--- config.mk ---
export PLATFORM = sky130hd
export DESIGN_NAME = irq_ctrl
export DESIGN_NICKNAME = d
export VERILOG_FILES = /design/src/irq_shaper.sv /design/src/irq_ctrl.sv
export SDC_FILE = /design/constraint.sdc
export NUM_CORES = 1
export LEC_CHECK = 0
export BUFFER_PORTS_ARGS = -buffer_cell sky130_fd_sc_hd__buf_4
export CAP_MARGIN = 10
export CORE_UTILIZATION = 44
export DETAILED_ROUTE_END_ITERATION = 12
export PLACE_DENSITY = 0.82
export SLEW_MARGIN = 10
export SYNTH_ARGS = -nofsm -noshare
export SYNTH_HDL_FRONTEND = slang
export SYNTH_SLANG_ARGS = --single-unit
export TNS_END_PERCENT = 100
--- constraint.sdc ---
create_clock -name clock_i -period 1.85 [get_ports clock_i]
set_input_delay 0.555 -clock clock_i [delete_from_list [all_inputs] [get_ports clock_i]]
set_output_delay 0.555 -clock clock_i [all_outputs]
set_load 0.005 [all_outputs]
--- src/irq_shaper.sv ---
// Constants package and the interrupt line shaper
//
// How it works
// (RULE1) Type field bits 4:3 picks high, low, rising, falling; resets to low level.
// (RULE2) FIFO enable register: bit 7, 2, 1, 0 cause enables, reset zero.
// (RULE3) Command-ready flag rising sets FIFO status bit 7.
// (RULE4) Status cause bits clear on writing one; writing zero leaves them.
// (RULE5) Delayed locality grant sets FIFO status bit 2.
// (RULE6) Status-valid flag rising sets FIFO status bit 1.
// (RULE7) Response-ready rising with status-valid high sets FIFO status bit 0.
// (RULE8) Channel field bits 3:0 read/write, zero disables and floats the line.
// (RULE9) Vector bits 7:4 read zero and ignore writes.
// (RULE10) FIFO status bits 31:8 and 6:3 always read zero.
// (RULE11) Buffer enable bit 31 gates every buffer cause, reset zero.
// (RULE12) Buffer enable bits 3:0 read/write, bits 30:4 read zero.
// (RULE13) Change of locality state bits 4:2 sets buffer status bit 3.
// (RULE14) Grant with no locality assigned raises no locality change cause.
// (RULE15) Completed established-flag reset sets buffer status bit 2.
// (RULE16) Ready request finishing with idle low sets buffer status bit 1.
// (RULE17) Launched command done and start cleared sets buffer status bit 0.
// (RULE18) Command cancel of running command also sets buffer status bit 0.
// (RULE19) Active locality change while executing aborts the command.
// (RULE20) FIFO enable bit 31 is read/write global enable, reset zero; the code gates only the FIFO causes with it, not the buffer causes.
// (RULE21) No new interrupt after one until a status one-write arrives.
// (RULE22) Interrupt inactive while gate is zero and while it changes.
// (RULE23) One interrupt shared by all localities.
// (RULE24) Request when gate set and an enabled cause is pending.
package irq_pkg;
    // Register offsets, byte addresses
    localparam logic [7:0] FIFO_EN_OFS   = 8'h00;
    localparam logic [7:0] FIFO_STS_OFS  = 8'h04;
    localparam logic [7:0] VECTOR_OFS    = 8'h08;
    localparam logic [7:0] BUF_EN_OFS    = 8'h0c;
    localparam logic [7:0] BUF_STS_OFS   = 8'h10;
    // Field positions
    localparam int GATE_BIT      = 31;
    localparam int CMD_RDY_BIT   = 7;
    localparam int TYPE_LO       = 3;
    localparam int LOC_BIT       = 2;
    localparam int STSV_BIT      = 1;
    localparam int RESP_BIT      = 0;
    localparam int B_LOC_BIT     = 3;
    localparam int B_EST_BIT     = 2;
    localparam int B_RDY_BIT     = 1;
    localparam int B_DONE_BIT    = 0;
    // Masks of implemented cause bits
    localparam logic [7:0] FIFO_CAUSE_MASK = 8'h87;
    localparam logic [3:0] BUF_CAUSE_MASK  = 4'hf;
    // Reset values
    localparam logic [1:0] TYPE_RESET  = 2'h1;
    localparam logic [3:0] CHAN_RESET  = 4'h0;
    // Edge pulse length in clock cycles
    localparam int EDGE_PULSE_CYCLES = 1;
    // Start field launch code
    localparam logic [3:0] START_LAUNCH = 4'h1;

    typedef enum logic [1:0]
    {
        HIGH_LEVEL   = 2'b00,
        LOW_LEVEL    = 2'b01,
        RISING_EDGE  = 2'b10,
        FALLING_EDGE = 2'b11
    } irq_type_t;

    typedef enum logic [1:0]
    {
        ST_IDLE   = 2'b00,
        ST_ACTIVE = 2'b01,
        ST_GAP    = 2'b10
    } irq_state_t;
endpackage : irq_pkg

`timescale 1ns/1ns
`default_nettype none

module irq_shaper
    import irq_pkg::*;
#(
    parameter int PULSE_CYCLES = EDGE_PULSE_CYCLES
)
(
    input  wire logic       clock_i,     // System clock
    input  wire logic       rst_i,       // Async reset, active high
    input  wire logic       active_i,    // Interrupt asserted level
    input  wire logic [1:0] type_i,      // Type and polarity select
    input  wire logic [3:0] channel_i,   // Serial channel, zero off
    output logic            line_o,      // Line level
    output logic            line_oe_o    // Line drive enable
);
    logic       line_ff;
    logic       nxt_line;
    logic       oe_ff;
    logic       nxt_oe;
    logic       act_ff;
    logic [3:0] cnt_ff;
    logic [3:0] nxt_cnt;
    irq_type_t  kind;

    assign kind = irq_type_t'(type_i);

    // Level follows the request, edges give a short pulse
    always_comb
    begin
        nxt_cnt = cnt_ff;
        nxt_oe  = (channel_i != 4'h0);                         // [RULE8]
        if (active_i && !act_ff)
            nxt_cnt = 4'(PULSE_CYCLES);
        else if (cnt_ff != 4'h0)
            nxt_cnt = cnt_ff - 4'h1;
        unique case (kind)                                     // [RULE1]
            HIGH_LEVEL:   nxt_line = active_i;
            LOW_LEVEL:    nxt_line = !active_i;
            RISING_EDGE:  nxt_line = (nxt_cnt != 4'h0);
            FALLING_EDGE: nxt_line = (nxt_cnt == 4'h0);
        endcase
    end

    // Line registers
    always_ff @(posedge clock_i or posedge rst_i)
    begin
        if (rst_i)
        begin
            line_ff <= 1'b1;
            oe_ff   <= 1'b0;
            act_ff  <= 1'b0;
            cnt_ff  <= 4'h0;
        end
        else
        begin
            line_ff <= nxt_line;
            oe_ff   <= nxt_oe;
            act_ff  <= active_i;
            cnt_ff  <= nxt_cnt;
        end
    end

    assign line_o    = line_ff;
    assign line_oe_o = oe_ff;
endmodule : irq_shaper

`default_nettype wire

--- src/irq_ctrl.sv ---
// Host interface interrupt logic with register port
//
// The implementer's own choices: the register offsets and strobed register access.
`timescale 1ns/1ns
`default_nettype none

module irq_ctrl
    import irq_pkg::*;
(
    input  wire logic        clock_i,            // System clock, 50 MHz
    input  wire logic        rst_i,              // Async reset, active high
    input  wire logic [7:0]  addr_i,             // Register byte address
    input  wire logic [31:0] wdata_i,            // Write data
    input  wire logic        wr_i,               // Write strobe
    input  wire logic        rd_i,               // Read strobe
    output logic      [31:0] rdata_o,            // Read data, cycle after strobe
    input  wire logic        cmd_ready_flag_i,   // Command ready status flag
    input  wire logic        status_valid_flag_i,// Status valid flag
    input  wire logic        response_ready_flag_i, // Response ready flag
    input  wire logic        locality_request_i, // A locality requests use
    input  wire logic        locality_granted_i, // Requesting locality is active
    input  wire logic [4:0]  locality_state_reg_i, // Locality state register
    input  wire logic        established_flag_i, // Established flag
    input  wire logic        est_reset_req_i,    // Established reset request
    input  wire logic        ready_req_i,        // Software wrote ready request
    input  wire logic        idle_flag_i,        // Idle status
    input  wire logic        start_write_i,      // Start field written
    input  wire logic [3:0]  start_value_i,      // Value written to start
    input  wire logic        start_busy_i,       // Start field still set
    input  wire logic        cancel_i,           // Command cancel pulse
    input  wire logic        executing_i,        // A command is executing
    output logic             abort_cmd_o,        // Abort pulse to command engine
    output logic             irq_active_o,       // Interrupt asserted level
    output logic             serial_irq_line_o,  // Serial interrupt line out
    output logic             serial_irq_line_oe_o // Serial line drive enable
);
    logic [31:0] rdata_ff, nxt_rdata;
    logic        fgate_ff, nxt_fgate;
    logic [1:0]  ftype_ff, nxt_ftype;
    logic [7:0]  fen_ff, nxt_fen;
    logic [7:0]  fsts_ff, nxt_fsts;
    logic [3:0]  chan_ff, nxt_chan;
    logic        bgate_ff, nxt_bgate;
    logic [3:0]  ben_ff, nxt_ben;
    logic [3:0]  bsts_ff, nxt_bsts;
    logic [7:0]  fset;
    logic [3:0]  bset;
    logic        wr_fen, wr_fsts, wr_vec, wr_ben, wr_bsts;

    // Write decode
    assign wr_fen  = wr_i && addr_i == FIFO_EN_OFS;
    assign wr_fsts = wr_i && addr_i == FIFO_STS_OFS;
    assign wr_vec  = wr_i && addr_i == VECTOR_OFS;
    assign wr_ben  = wr_i && addr_i == BUF_EN_OFS;
    assign wr_bsts = wr_i && addr_i == BUF_STS_OFS;

    // One-write clear with set winning over clear
    function automatic logic [7:0] w1c(input logic [7:0] cur, input logic [7:0] set,
                                       input logic wr, input logic [7:0] data);
        w1c = (cur & ~(wr ? data : 8'h00)) | set;
    endfunction : w1c

    // Previous-cycle copies of the watched flags
    logic       cmd_ready_q, status_valid_q, response_q, granted_q;
    logic [4:0] loc_state_q;
    logic       idle_q, busy_q, est_q;
    logic       waited_ff, nxt_waited;
    logic       est_arm_ff, nxt_est_arm;
    logic       rdy_arm_ff, nxt_rdy_arm;
    logic       run_arm_ff, nxt_run_arm;
    logic       abort_ff, nxt_abort;

    // Cause detection and request tracking
    always_comb
    begin
        fset = 8'h00;
        bset = 4'h0;
        nxt_waited  = waited_ff;
        nxt_est_arm = est_arm_ff || est_reset_req_i;
        nxt_rdy_arm = rdy_arm_ff || ready_req_i;
        nxt_run_arm = run_arm_ff;
        fset[CMD_RDY_BIT] = cmd_ready_flag_i && !cmd_ready_q;         // [RULE3]
        fset[STSV_BIT]    = status_valid_flag_i && !status_valid_q;   // [RULE6]
        fset[RESP_BIT]    = response_ready_flag_i && !response_q
                            && status_valid_flag_i;                   // [RULE7]
        // Grant held back by another active locality
        if (locality_request_i && !locality_granted_i && loc_state_q[0])
            nxt_waited = 1'b1;
        if (locality_granted_i && !granted_q)
        begin
            fset[LOC_BIT] = waited_ff;                                // [RULE5]
            nxt_waited    = 1'b0;
        end
        // Only a change away from an assigned locality counts
        bset[B_LOC_BIT] = (locality_state_reg_i[4:2] != loc_state_q[4:2])
                          && loc_state_q[0];                          // [RULE13] [RULE14]
        if (est_arm_ff && established_flag_i && !est_q)
        begin
            bset[B_EST_BIT] = 1'b1;                                   // [RULE15]
            nxt_est_arm     = est_reset_req_i;
        end
        if (rdy_arm_ff && !idle_flag_i && idle_q)
        begin
            bset[B_RDY_BIT] = 1'b1;                                   // [RULE16]
            nxt_rdy_arm     = ready_req_i;
        end
        if (start_write_i && start_value_i == START_LAUNCH)
            nxt_run_arm = 1'b1;
        if (run_arm_ff && ((!start_busy_i && busy_q) || cancel_i))
        begin
            bset[B_DONE_BIT] = 1'b1;                                  // [RULE17] [RULE18]
            nxt_run_arm      = 1'b0;
        end
        nxt_abort = executing_i
                    && (locality_state_reg_i[4:2] != loc_state_q[4:2]); // [RULE19]
    end

    // Flag history and request tracking registers
    always_ff @(posedge clock_i or posedge rst_i)
    begin
        if (rst_i)
        begin
            cmd_ready_q    <= 1'b0;
            status_valid_q <= 1'b0;
            response_q     <= 1'b0;
            granted_q      <= 1'b0;
            loc_state_q    <= 5'h00;
            idle_q         <= 1'b1;
            busy_q         <= 1'b0;
            est_q          <= 1'b0;
            waited_ff      <= 1'b0;
            est_arm_ff     <= 1'b0;
            rdy_arm_ff     <= 1'b0;
            run_arm_ff     <= 1'b0;
            abort_ff       <= 1'b0;
        end
        else
        begin
            cmd_ready_q    <= cmd_ready_flag_i;
            status_valid_q <= status_valid_flag_i;
            response_q     <= response_ready_flag_i;
            granted_q      <= locality_granted_i;
            loc_state_q    <= locality_state_reg_i;
            idle_q         <= idle_flag_i;
            busy_q         <= start_busy_i;
            est_q          <= established_flag_i;
            waited_ff      <= nxt_waited;
            est_arm_ff     <= nxt_est_arm;
            rdy_arm_ff     <= nxt_rdy_arm;
            run_arm_ff     <= nxt_run_arm;
            abort_ff       <= nxt_abort;
        end
    end

    // Register file next values
    always_comb
    begin
        nxt_fgate = wr_fen ? wdata_i[GATE_BIT] : fgate_ff;                 // [RULE20]
        nxt_ftype = wr_fen ? wdata_i[TYPE_LO +: 2] : ftype_ff;             // [RULE1]
        nxt_fen   = wr_fen ? (wdata_i[7:0] & FIFO_CAUSE_MASK) : fen_ff;    // [RULE2]
        nxt_chan  = wr_vec ? wdata_i[3:0] : chan_ff;                       // [RULE8] [RULE9]
        nxt_bgate = wr_ben ? wdata_i[GATE_BIT] : bgate_ff;                 // [RULE11]
        nxt_ben   = wr_ben ? wdata_i[3:0] : ben_ff;                        // [RULE12]
        nxt_fsts  = w1c(fsts_ff, fset, wr_fsts, wdata_i[7:0])
                    & FIFO_CAUSE_MASK;                                     // [RULE4] [RULE10]
        nxt_bsts  = 4'(w1c({4'h0, bsts_ff}, {4'h0, bset}, wr_bsts,
                           wdata_i[7:0]));                                 // [RULE4]
        nxt_rdata = 32'h0000_0000;
        if (rd_i)
        begin
            unique case (addr_i)
                FIFO_EN_OFS:  nxt_rdata = {fgate_ff, 23'h0, fen_ff | {3'h0, ftype_ff, 3'h0}};
                FIFO_STS_OFS: nxt_rdata = {24'h0, fsts_ff};
                VECTOR_OFS:   nxt_rdata = {28'h0, chan_ff};
                BUF_EN_OFS:   nxt_rdata = {bgate_ff, 27'h0, ben_ff};
                BUF_STS_OFS:  nxt_rdata = {28'h0, bsts_ff};
                default:      nxt_rdata = 32'h0000_0000;
            endcase
        end
    end

    // Register file, one copy shared by all localities
    always_ff @(posedge clock_i or posedge rst_i)
    begin
        if (rst_i)
        begin
            fgate_ff <= 1'b0;
            ftype_ff <= TYPE_RESET;
            fen_ff   <= 8'h00;
            fsts_ff  <= 8'h00;
            chan_ff  <= CHAN_RESET;
            bgate_ff <= 1'b0;
            ben_ff   <= 4'h0;
            bsts_ff  <= 4'h0;
            rdata_ff <= 32'h0000_0000;
        end
        else
        begin
            fgate_ff <= nxt_fgate;                                          // [RULE23]
            ftype_ff <= nxt_ftype;
            fen_ff   <= nxt_fen;
            fsts_ff  <= nxt_fsts;
            chan_ff  <= nxt_chan;
            bgate_ff <= nxt_bgate;
            ben_ff   <= nxt_ben;
            bsts_ff  <= nxt_bsts;
            rdata_ff <= nxt_rdata;
        end
    end

    // Interrupt sequencing
    irq_state_t state_ff, nxt_state;
    logic       pending, gate_move, eoi, act_ff, nxt_act;

    assign pending   = (fgate_ff && |(fsts_ff & fen_ff))
                       || (bgate_ff && |(bsts_ff & ben_ff));               // [RULE24]
    assign gate_move = (wr_fen && wdata_i[GATE_BIT] != fgate_ff)
                       || (wr_ben && wdata_i[GATE_BIT] != bgate_ff);
    assign eoi       = (wr_fsts && |(wdata_i[7:0] & FIFO_CAUSE_MASK))
                       || (wr_bsts && |wdata_i[3:0]);

    // One assertion per end-of-interrupt write
    always_comb
    begin
        nxt_state = state_ff;
        unique case (state_ff)
            ST_IDLE:   if (pending && !gate_move) nxt_state = ST_ACTIVE;
            ST_ACTIVE: if (eoi) nxt_state = ST_GAP;                        // [RULE21]
            ST_GAP:    nxt_state = ST_IDLE;
            default:   nxt_state = ST_IDLE;
        endcase
        nxt_act = nxt_state == ST_ACTIVE && pending && !gate_move;         // [RULE22]
    end

    // Sequencer registers
    always_ff @(posedge clock_i or posedge rst_i)
    begin
        if (rst_i)
        begin
            state_ff <= ST_IDLE;
            act_ff   <= 1'b0;
        end
        else
        begin
            state_ff <= nxt_state;
            act_ff   <= nxt_act;
        end
    end

    // Line shaping by type and channel
    irq_shaper u_shaper
    (
        .clock_i   (clock_i),
        .rst_i     (rst_i),
        .active_i  (act_ff),
        .type_i    (ftype_ff),
        .channel_i (chan_ff),
        .line_o    (serial_irq_line_o),
        .line_oe_o (serial_irq_line_oe_o)
    );

    assign rdata_o      = rdata_ff;
    assign abort_cmd_o  = abort_ff;
    assign irq_active_o = act_ff;
endmodule : irq_ctrl

`default_nettype wire

==> flow_metrics.tcl, run 1 <==
set metrics [dict create \
    status "complete, no violations" \
    synth_area_sq_mm 0.00264 \
    synth_edf_count 0 \
    cts_tree "done" \
    post_drt_wl_per_cell_microns 14.1 \
    drt-initial-drc-count 107 \
    drc 0 \
    synth_area_leaders "dfrtp_1 51%, mux2_2 7.3%, buf_4 7.1%, dfstp_2 3.0%, a22o_1 3.0%" \
    ys_async_sr_fraction 1.00 \
    io_pins 102 \
    core_area_sq_mm 0.00564 \
    critPathArrivalTime_ns 1.98 \
    slew_violations 0 \
    reg2reg_to "u_shaper.line_o" \
    grt_pass1_vias 1823 \
    area_growth_pct 25.5 \
    internal_power_mw 2.34 \
    crit_fanout 4 \
    fmax_mhz 569 \
    drtAntennaViolNets 0 \
    num-fill-cells 486 \
    startpoint "addr_i[1]" \
    antenna_cells 0 \
    synth_top_family_by_area "simple AND/OR/NAND/NOR gates" \
    fin_nets 357 \
    path_clk_slew_ns 0.06 \
    grt_remaining_overflow 0 \
    power_density_mw_per_mm2 942 \
    cts_setup_buffers 0 \
    grt_first_pass_wirelength_microns 8540 \
    synthDistinctLibCells 42 \
    fp-row-count 27 \
    antenna_found_initial 0 \
    dr.pass1.iters 4 \
    reg2reg_depth 6 \
    cts_sinks 57 \
    timing.final.crit_share 0.950 \
    p_leak_nw 1.59 \
    gp_congestion 0.804 \
    die_w_microns 79.5 \
    yosys_register_bits 57 \
    h-tree-depth 3 \
    maxCapViolCount 0 \
    wl_met2_microns 2520 \
    critPathRequiredTime_ns 2.07 \
    root_buffer "clkbuf_8" \
    grt_max_degree 35 \
    ys.flop_type "dfrtp_1" \
    power.switching_mw 0.781 \
    insertion_delay_ns 0.34 \
    syn_area_per_cell_sq_um 11.8 \
    track_usage 0.185 \
    die_h_microns 79.5 \
    cp-end-kind "register" \
    criticalPathCategory "input port to register" \
    min_period_ns 1.76 \
    hold_path_class "input port to asynchronous set/reset pin" \
    cts_buffers 9 \
    wl_met1_microns 2250 \
    ys_warn_count 0 \
    synthXorXnorAreaFrac 0.0232 \
    wl_met3_microns 271 \
    pwr-share-comb 0.155 \
    endpoint "chan_ff[0]" \
    vias 1846 \
    switching_share 0.250 \
    synth_fa_ha_area_frac 0.00474 \
    clock_tree.buffer_depth 2 \
    die_area_sq_mm 0.00631 \
    synth_compound_area_frac 0.101 \
    skew_ns 0.00657 \
    start_util 0.468 \
    syn_inst 223 \
    topRoutingLayerUsed "met4" \
    port_buffers 50 \
    timing.rr.start "u_shaper.cnt_ff[0]" \
    via_per_inst 5.03 \
    irDropWorstVdd_v 0.000458 \
    synth_top_cell_area_share 0.512 \
    dp_hpwl_microns 3820 \
    cp-start-kind "input port" \
    synth.most_common_cell "dfrtp_1" \
    seqPwrFrac 0.462 \
    finalSetupTns_ns 0 \
    synthMuxAreaShare 0.106 \
    yosysTopAreaCell "dfrtp_1" \
    drt-total-wl_microns 5170 \
    clkPwrFrac 0.384 \
    yosys.area_share.simple 0.131 \
    rsz0062_at_grt "no" \
    drive_gt1_frac 0.346 \
    yosys-top-cells-count "54 x dfrtp_1, 25 x buf_4, 17 x mux2_2, 17 x nand2_1, 11 x inv_1" \
    fin_hold_ws_ns 0.134 \
    regToRegSetupSlack_ns 0.44 \
    setup_viol 0 \
    final_hold_viol_count 0 \
    ys_seq_area_frac 0.542 \
]
==> per-layer routing <==
metal,GRT usage,vias to the layer above
met4,0.104,0
met2,0.281,63
met1,0.227,891
met5,0,-
met3,0.0663,13
li1,-,879
==> final cells by class <==
| cell class | instances | area (sq um) | share of cell area |
|---|---|---|---|
| multi-input cells | 151 | 1060 | 0.321 |
| inverters | 11 | 45.0 | 0.0136 |
| well taps | 72 | 90.1 | 0.0272 |
| repair buffers | 60 | 475 | 0.144 |
| clock inverters | 2 | 35.0 | 0.0106 |
| clock buffers | 14 | 173 | 0.0521 |
| flip-flops and latches | 57 | 1430 | 0.432 |
==> cell families (layout without fill, tap and decap cells) <==
group                      Yosys count  count (layout)
other                                1              25
AOI/OAI and AO/OA                   36              36
muxes                               22              22
and+or+nand+nor                     60              60
DFF                                 57              57
adders and majority gates            1               1
buffers and inverters               39              87
xor gates and xnor gates             7               7
==> flip-flops by register name, summed over array words and instances (netlist names), 2 cells and up <==
register         count
rdata_o              7
ben_ff               4
bsts_ff              4
chan_ff              4
fen_ff               4
fsts_ff              4
loc_state_q          4
u_shaper.cnt_ff      4
ftype_ff             2
state_ff             2
==> timing repair <==
| item | in CTS | in global routing |
|---|---|---|
| endpoints found under the setup margin | 0 | 4 |
| endpoints found under the hold margin | 0 | 0 |
| resized for setup | 0 | 1 |
| hold buffers | 0 | 0 |
==> per-stage QoR <==
step	setup slack, ns	cells	instance area, sq um	power, mW	utilization
3_3_place_gp	-0.257	351	3100	1.92	0.549
5_1_grt	0.0482	367	3310	3.29	0.587
6_report	0.0934	367	3310	3.12	0.587
2_1_floorplan	-0.0108	247	2730	1.79	-
4_1_cts	0.0577	367	3310	3.15	0.586
3_5_place_dp	-0.293	351	3100	1.94	0.549
==> cell usage in the layout (no fill, tap or decap), types with 3 or more instances in the layout <==
cell type / netlist / layout
buf_4: 25 / 58
dfrtp_1: 54 / 54
conb_1: 1 / 25
mux2_2: 17 / 17
nand2_1: 17 / 17
clkbuf_8: 0 / 12
inv_1: 11 / 10
a22o_1: 9 / 9
nor2_1: 8 / 8
nand2b_1: 6 / 6
xnor2_1: 6 / 6
a21oi_1: 5 / 5
nor3_1: 5 / 5
nor4_1: 5 / 5
o21ai_0: 4 / 4
nor2b_1: 4 / 4
a31oi_1: 4 / 4
mux4_2: 3 / 3
o2bb2ai_1: 3 / 3
a21o_1: 3 / 3
dfstp_2: 3 / 3
==> worst min path at each step <==
stage                           to         from  cells past startpoint  slack (ns)
floorplan              state_ff[1]  state_ff[1]                      1        0.41
global placement       state_ff[1]  state_ff[1]                      1        0.43
detailed placement     state_ff[1]  state_ff[1]                      1        0.43
CTS                 loc_state_q[2]        rst_i                      2        0.13
global route        loc_state_q[2]        rst_i                      2        0.12
finish              loc_state_q[2]        rst_i                      2        0.13
==> power groups by stage <==
stage / combinational [mW] / clock (mW) / sequential (mW)
5_1_grt: 0.549 / 1.29 / 1.45
6_report: 0.482 / 1.20 / 1.44
3_5_place_dp: 0.485 / 0 / 1.46
4_1_cts: 0.487 / 1.23 / 1.44
2_1_floorplan: 0.355 / 0 / 1.44
3_3_place_gp: 0.464 / 0 / 1.45
==> critical path: stages <==
cell and delay (ns):
buf_4 0.11, or3_4 0.40, nor4_4 0.34, nand3b_1 0.25, mux2_2 0.33
No activity file was read; power rests on OpenSTA's default activity.
==> inputs of run 2 (changes only) <==
Settings changed: SYNTH_HIERARCHICAL set to 1.
==> flow_metrics.tcl, run 2 <==
set metrics [dict create \
    core_area_sq_mm 0.00592 \
    maxCapViolCount 0 \
    die_w_microns 80.2 \
    grt_first_pass_wirelength_microns 8630 \
    timing.final.crit_share 1.09 \
    status "finished, violations left" \
    synth_edf_count 0 \
    critPathRequiredTime_ns 2.07 \
    yosys-top-cells-count "54 x dfrtp_1, 25 x buf_4, 18 x mux2_2" \
    finalPower_mw 3.56 \
    drtAntennaViolNets 0 \
    yosysTopAreaCell "dfrtp_1" \
    crit_fanout 4 \
    dp_hpwl_microns 3870 \
    via_per_inst 5.01 \
    p_leak_nw 1.66 \
    insertion_delay_ns 0.34 \
    met3_usage 0.0773 \
    synth_area_leaders "dfrtp_1 50%, mux2_2 7.5%, buf_4 7.0%, dfstp_2 2.9%, mux4_2 2.5%" \
    final_hold_viol_count 0 \
    placed_area_sq_mm 0.00315 \
    violations "setup timing" \
    skew_ns 0.00708 \
    die_area_sq_mm 0.00643 \
    hold_path_class "input port to asynchronous set/reset pin" \
    grt_pass1_vias 1875 \
    ys_seq_area_frac 0.532 \
    synth_top_cell_area_share 0.502 \
    slew_violations 0 \
    stdcell_area_sq_mm 0.00352 \
    antenna_cells 0 \
    postLayoutSetupSlackWorst_ns -0.170 \
    area_growth_pct 30.8 \
    ys.flop_type "dfrtp_1" \
    num-fill-cells 494 \
    drt-total-wl_microns 5520 \
    post_drt_wl_per_cell_microns 14.5 \
    h-tree-depth 3 \
    cp-start-kind "input port" \
    fin_hold_ws_ns 0.150 \
    layout_commonest_cell "buf_4" \
    die_h_microns 80.2 \
    rsz0062_at_grt "yes" \
    vias 1902 \
    drc 0 \
    syn_area_per_cell_sq_um 11.7 \
    grt_max_degree 51 \
    cts_sinks 57 \
    synthDistinctLibCells 50 \
    track_usage 0.186 \
    io_pins 102 \
    start_util 0.454 \
    fp-row-count 28 \
    grt_use_met1 0.227 \
    critPathArrivalTime_ns 2.24 \
    irDropWorstVdd_v 0.000745 \
    dr.pass1.iters 4 \
    port_buffers 50 \
    criticalPathCategory "input port to register" \
    root_buffer "clkbuf_8" \
    syn_inst 230 \
    setup_viol 21 \
    drive_gt1_frac 0.390 \
    cts_buffers 9 \
    cp-end-kind "register" \
    path_clk_slew_ns 0.07 \
    power_density_mw_per_mm2 1010 \
    fin_nets 367 \
    yosys_register_bits 57 \
    cts_tree "done" \
    synth.most_common_cell "dfrtp_1" \
    finalSetupTns_ns -1.99 \
    grtUsageMet2 0.297 \
    clock_tree.buffer_depth 2 \
    antenna_found_initial 0 \
    fmax_mhz 495 \
    ys_warn_count 6 \
    grt.busiest_layer "met2" \
    largest_register_ffs 7 \
    grt_remaining_overflow 0 \
    synth_area_sq_mm 0.00269 \
    ys_async_sr_fraction 1.00 \
    most-common-layout-cells "58 x buf_4, 54 x dfrtp_1, 25 x conb_1" \
    drt-initial-drc-count 87 \
    gp_congestion 0.820 \
    min_period_ns 2.02 \
]
-- run 2: cells by family after synthesis --
kind of cell / Yosys count / synth area share
buffers and inverters: 41 / 0.0926
adder cells (fa/ha/maj): 1 / 0.00465
multiplexers: 22 / 0.104
XOR/XNOR: 6 / 0.0223
flip-flops: 57 / 0.532
other: 1 / 0.00139
AO/OA/AOI/OAI: 37 / 0.101
AND/OR/NAND/NOR: 65 / 0.142
-- run 2: metal layers --
layer / vias to the layer above / wire, microns
li1: 903 / -
met1: 935 / 2420
met2: 55 / 2780
met3: 9 / 261
met4: 0 / 65
met5: - / 0
-- run 2: repair_timing --
| action | 4_1_cts | 5_1_grt |
|---|---|---|
| buffers inserted | 1 | 1 |
| hold buffers | 0 | 0 |
| setup endpoints to repair | 17 | 24 |
| pin swaps | 1 | 3 |
| resized for setup | 15 | 9 |
-- run 2: worst max-delay path, stage by stage --
cell     delay, ns
buf_6         0.09
or4b_4        0.53
or3_4         0.41
nor3b_4       0.29
mux2_2        0.37
-- run 2: final cells by class --
class                           count  area, sq um  share of cell area
Clock buffer                       11          141              0.0402
Inverter                           13         48.8              0.0139
Multi-Input combinational cell    156         1200               0.341
Tap cell                           75         93.8              0.0267
Timing Repair Buffer               63          500               0.142
Sequential cell                    57         1430               0.406
Clock inverter                      5          103              0.0292
-- run 2: worst paths after layout --
check | start | end | cells after the start | slack, ns
worst min register to register | irq_active_o | u_shaper/act_ff | 0 | 0.43
worst min-delay path | rst_i | u_shaper/line_oe_o | 2 | 0.15
worst max-delay path | addr_i[5] | chan_ff[3] | 5 | -0.17
min in group clock_i | locality_state_reg_i[0] | loc_state_q[0] | 1 | 0.32
max in group asynchronous | rst_i | ftype_ff[0] | 3 | 1.30
worst max register to register | u_shaper/cnt_ff[1] | u_shaper/line_o | 7 | 0.09
-- run 2: per-stage QoR --
stage,setup WS (ns),utilization,cells
global placement,-0.533,0.532,362
global route,-0.185,0.594,380
floorplan,-0.362,-,254
detailed placement,-0.553,0.532,362
finish,-0.170,0.594,380
CTS,-0.150,0.585,379
-- run 2: power by group --
group	switching, mW	leakage, nW	internal [mW]
clock	0.491	0.120	0.929
combinational	0.315	0.842	0.382
sequential	0.0832	0.700	1.36
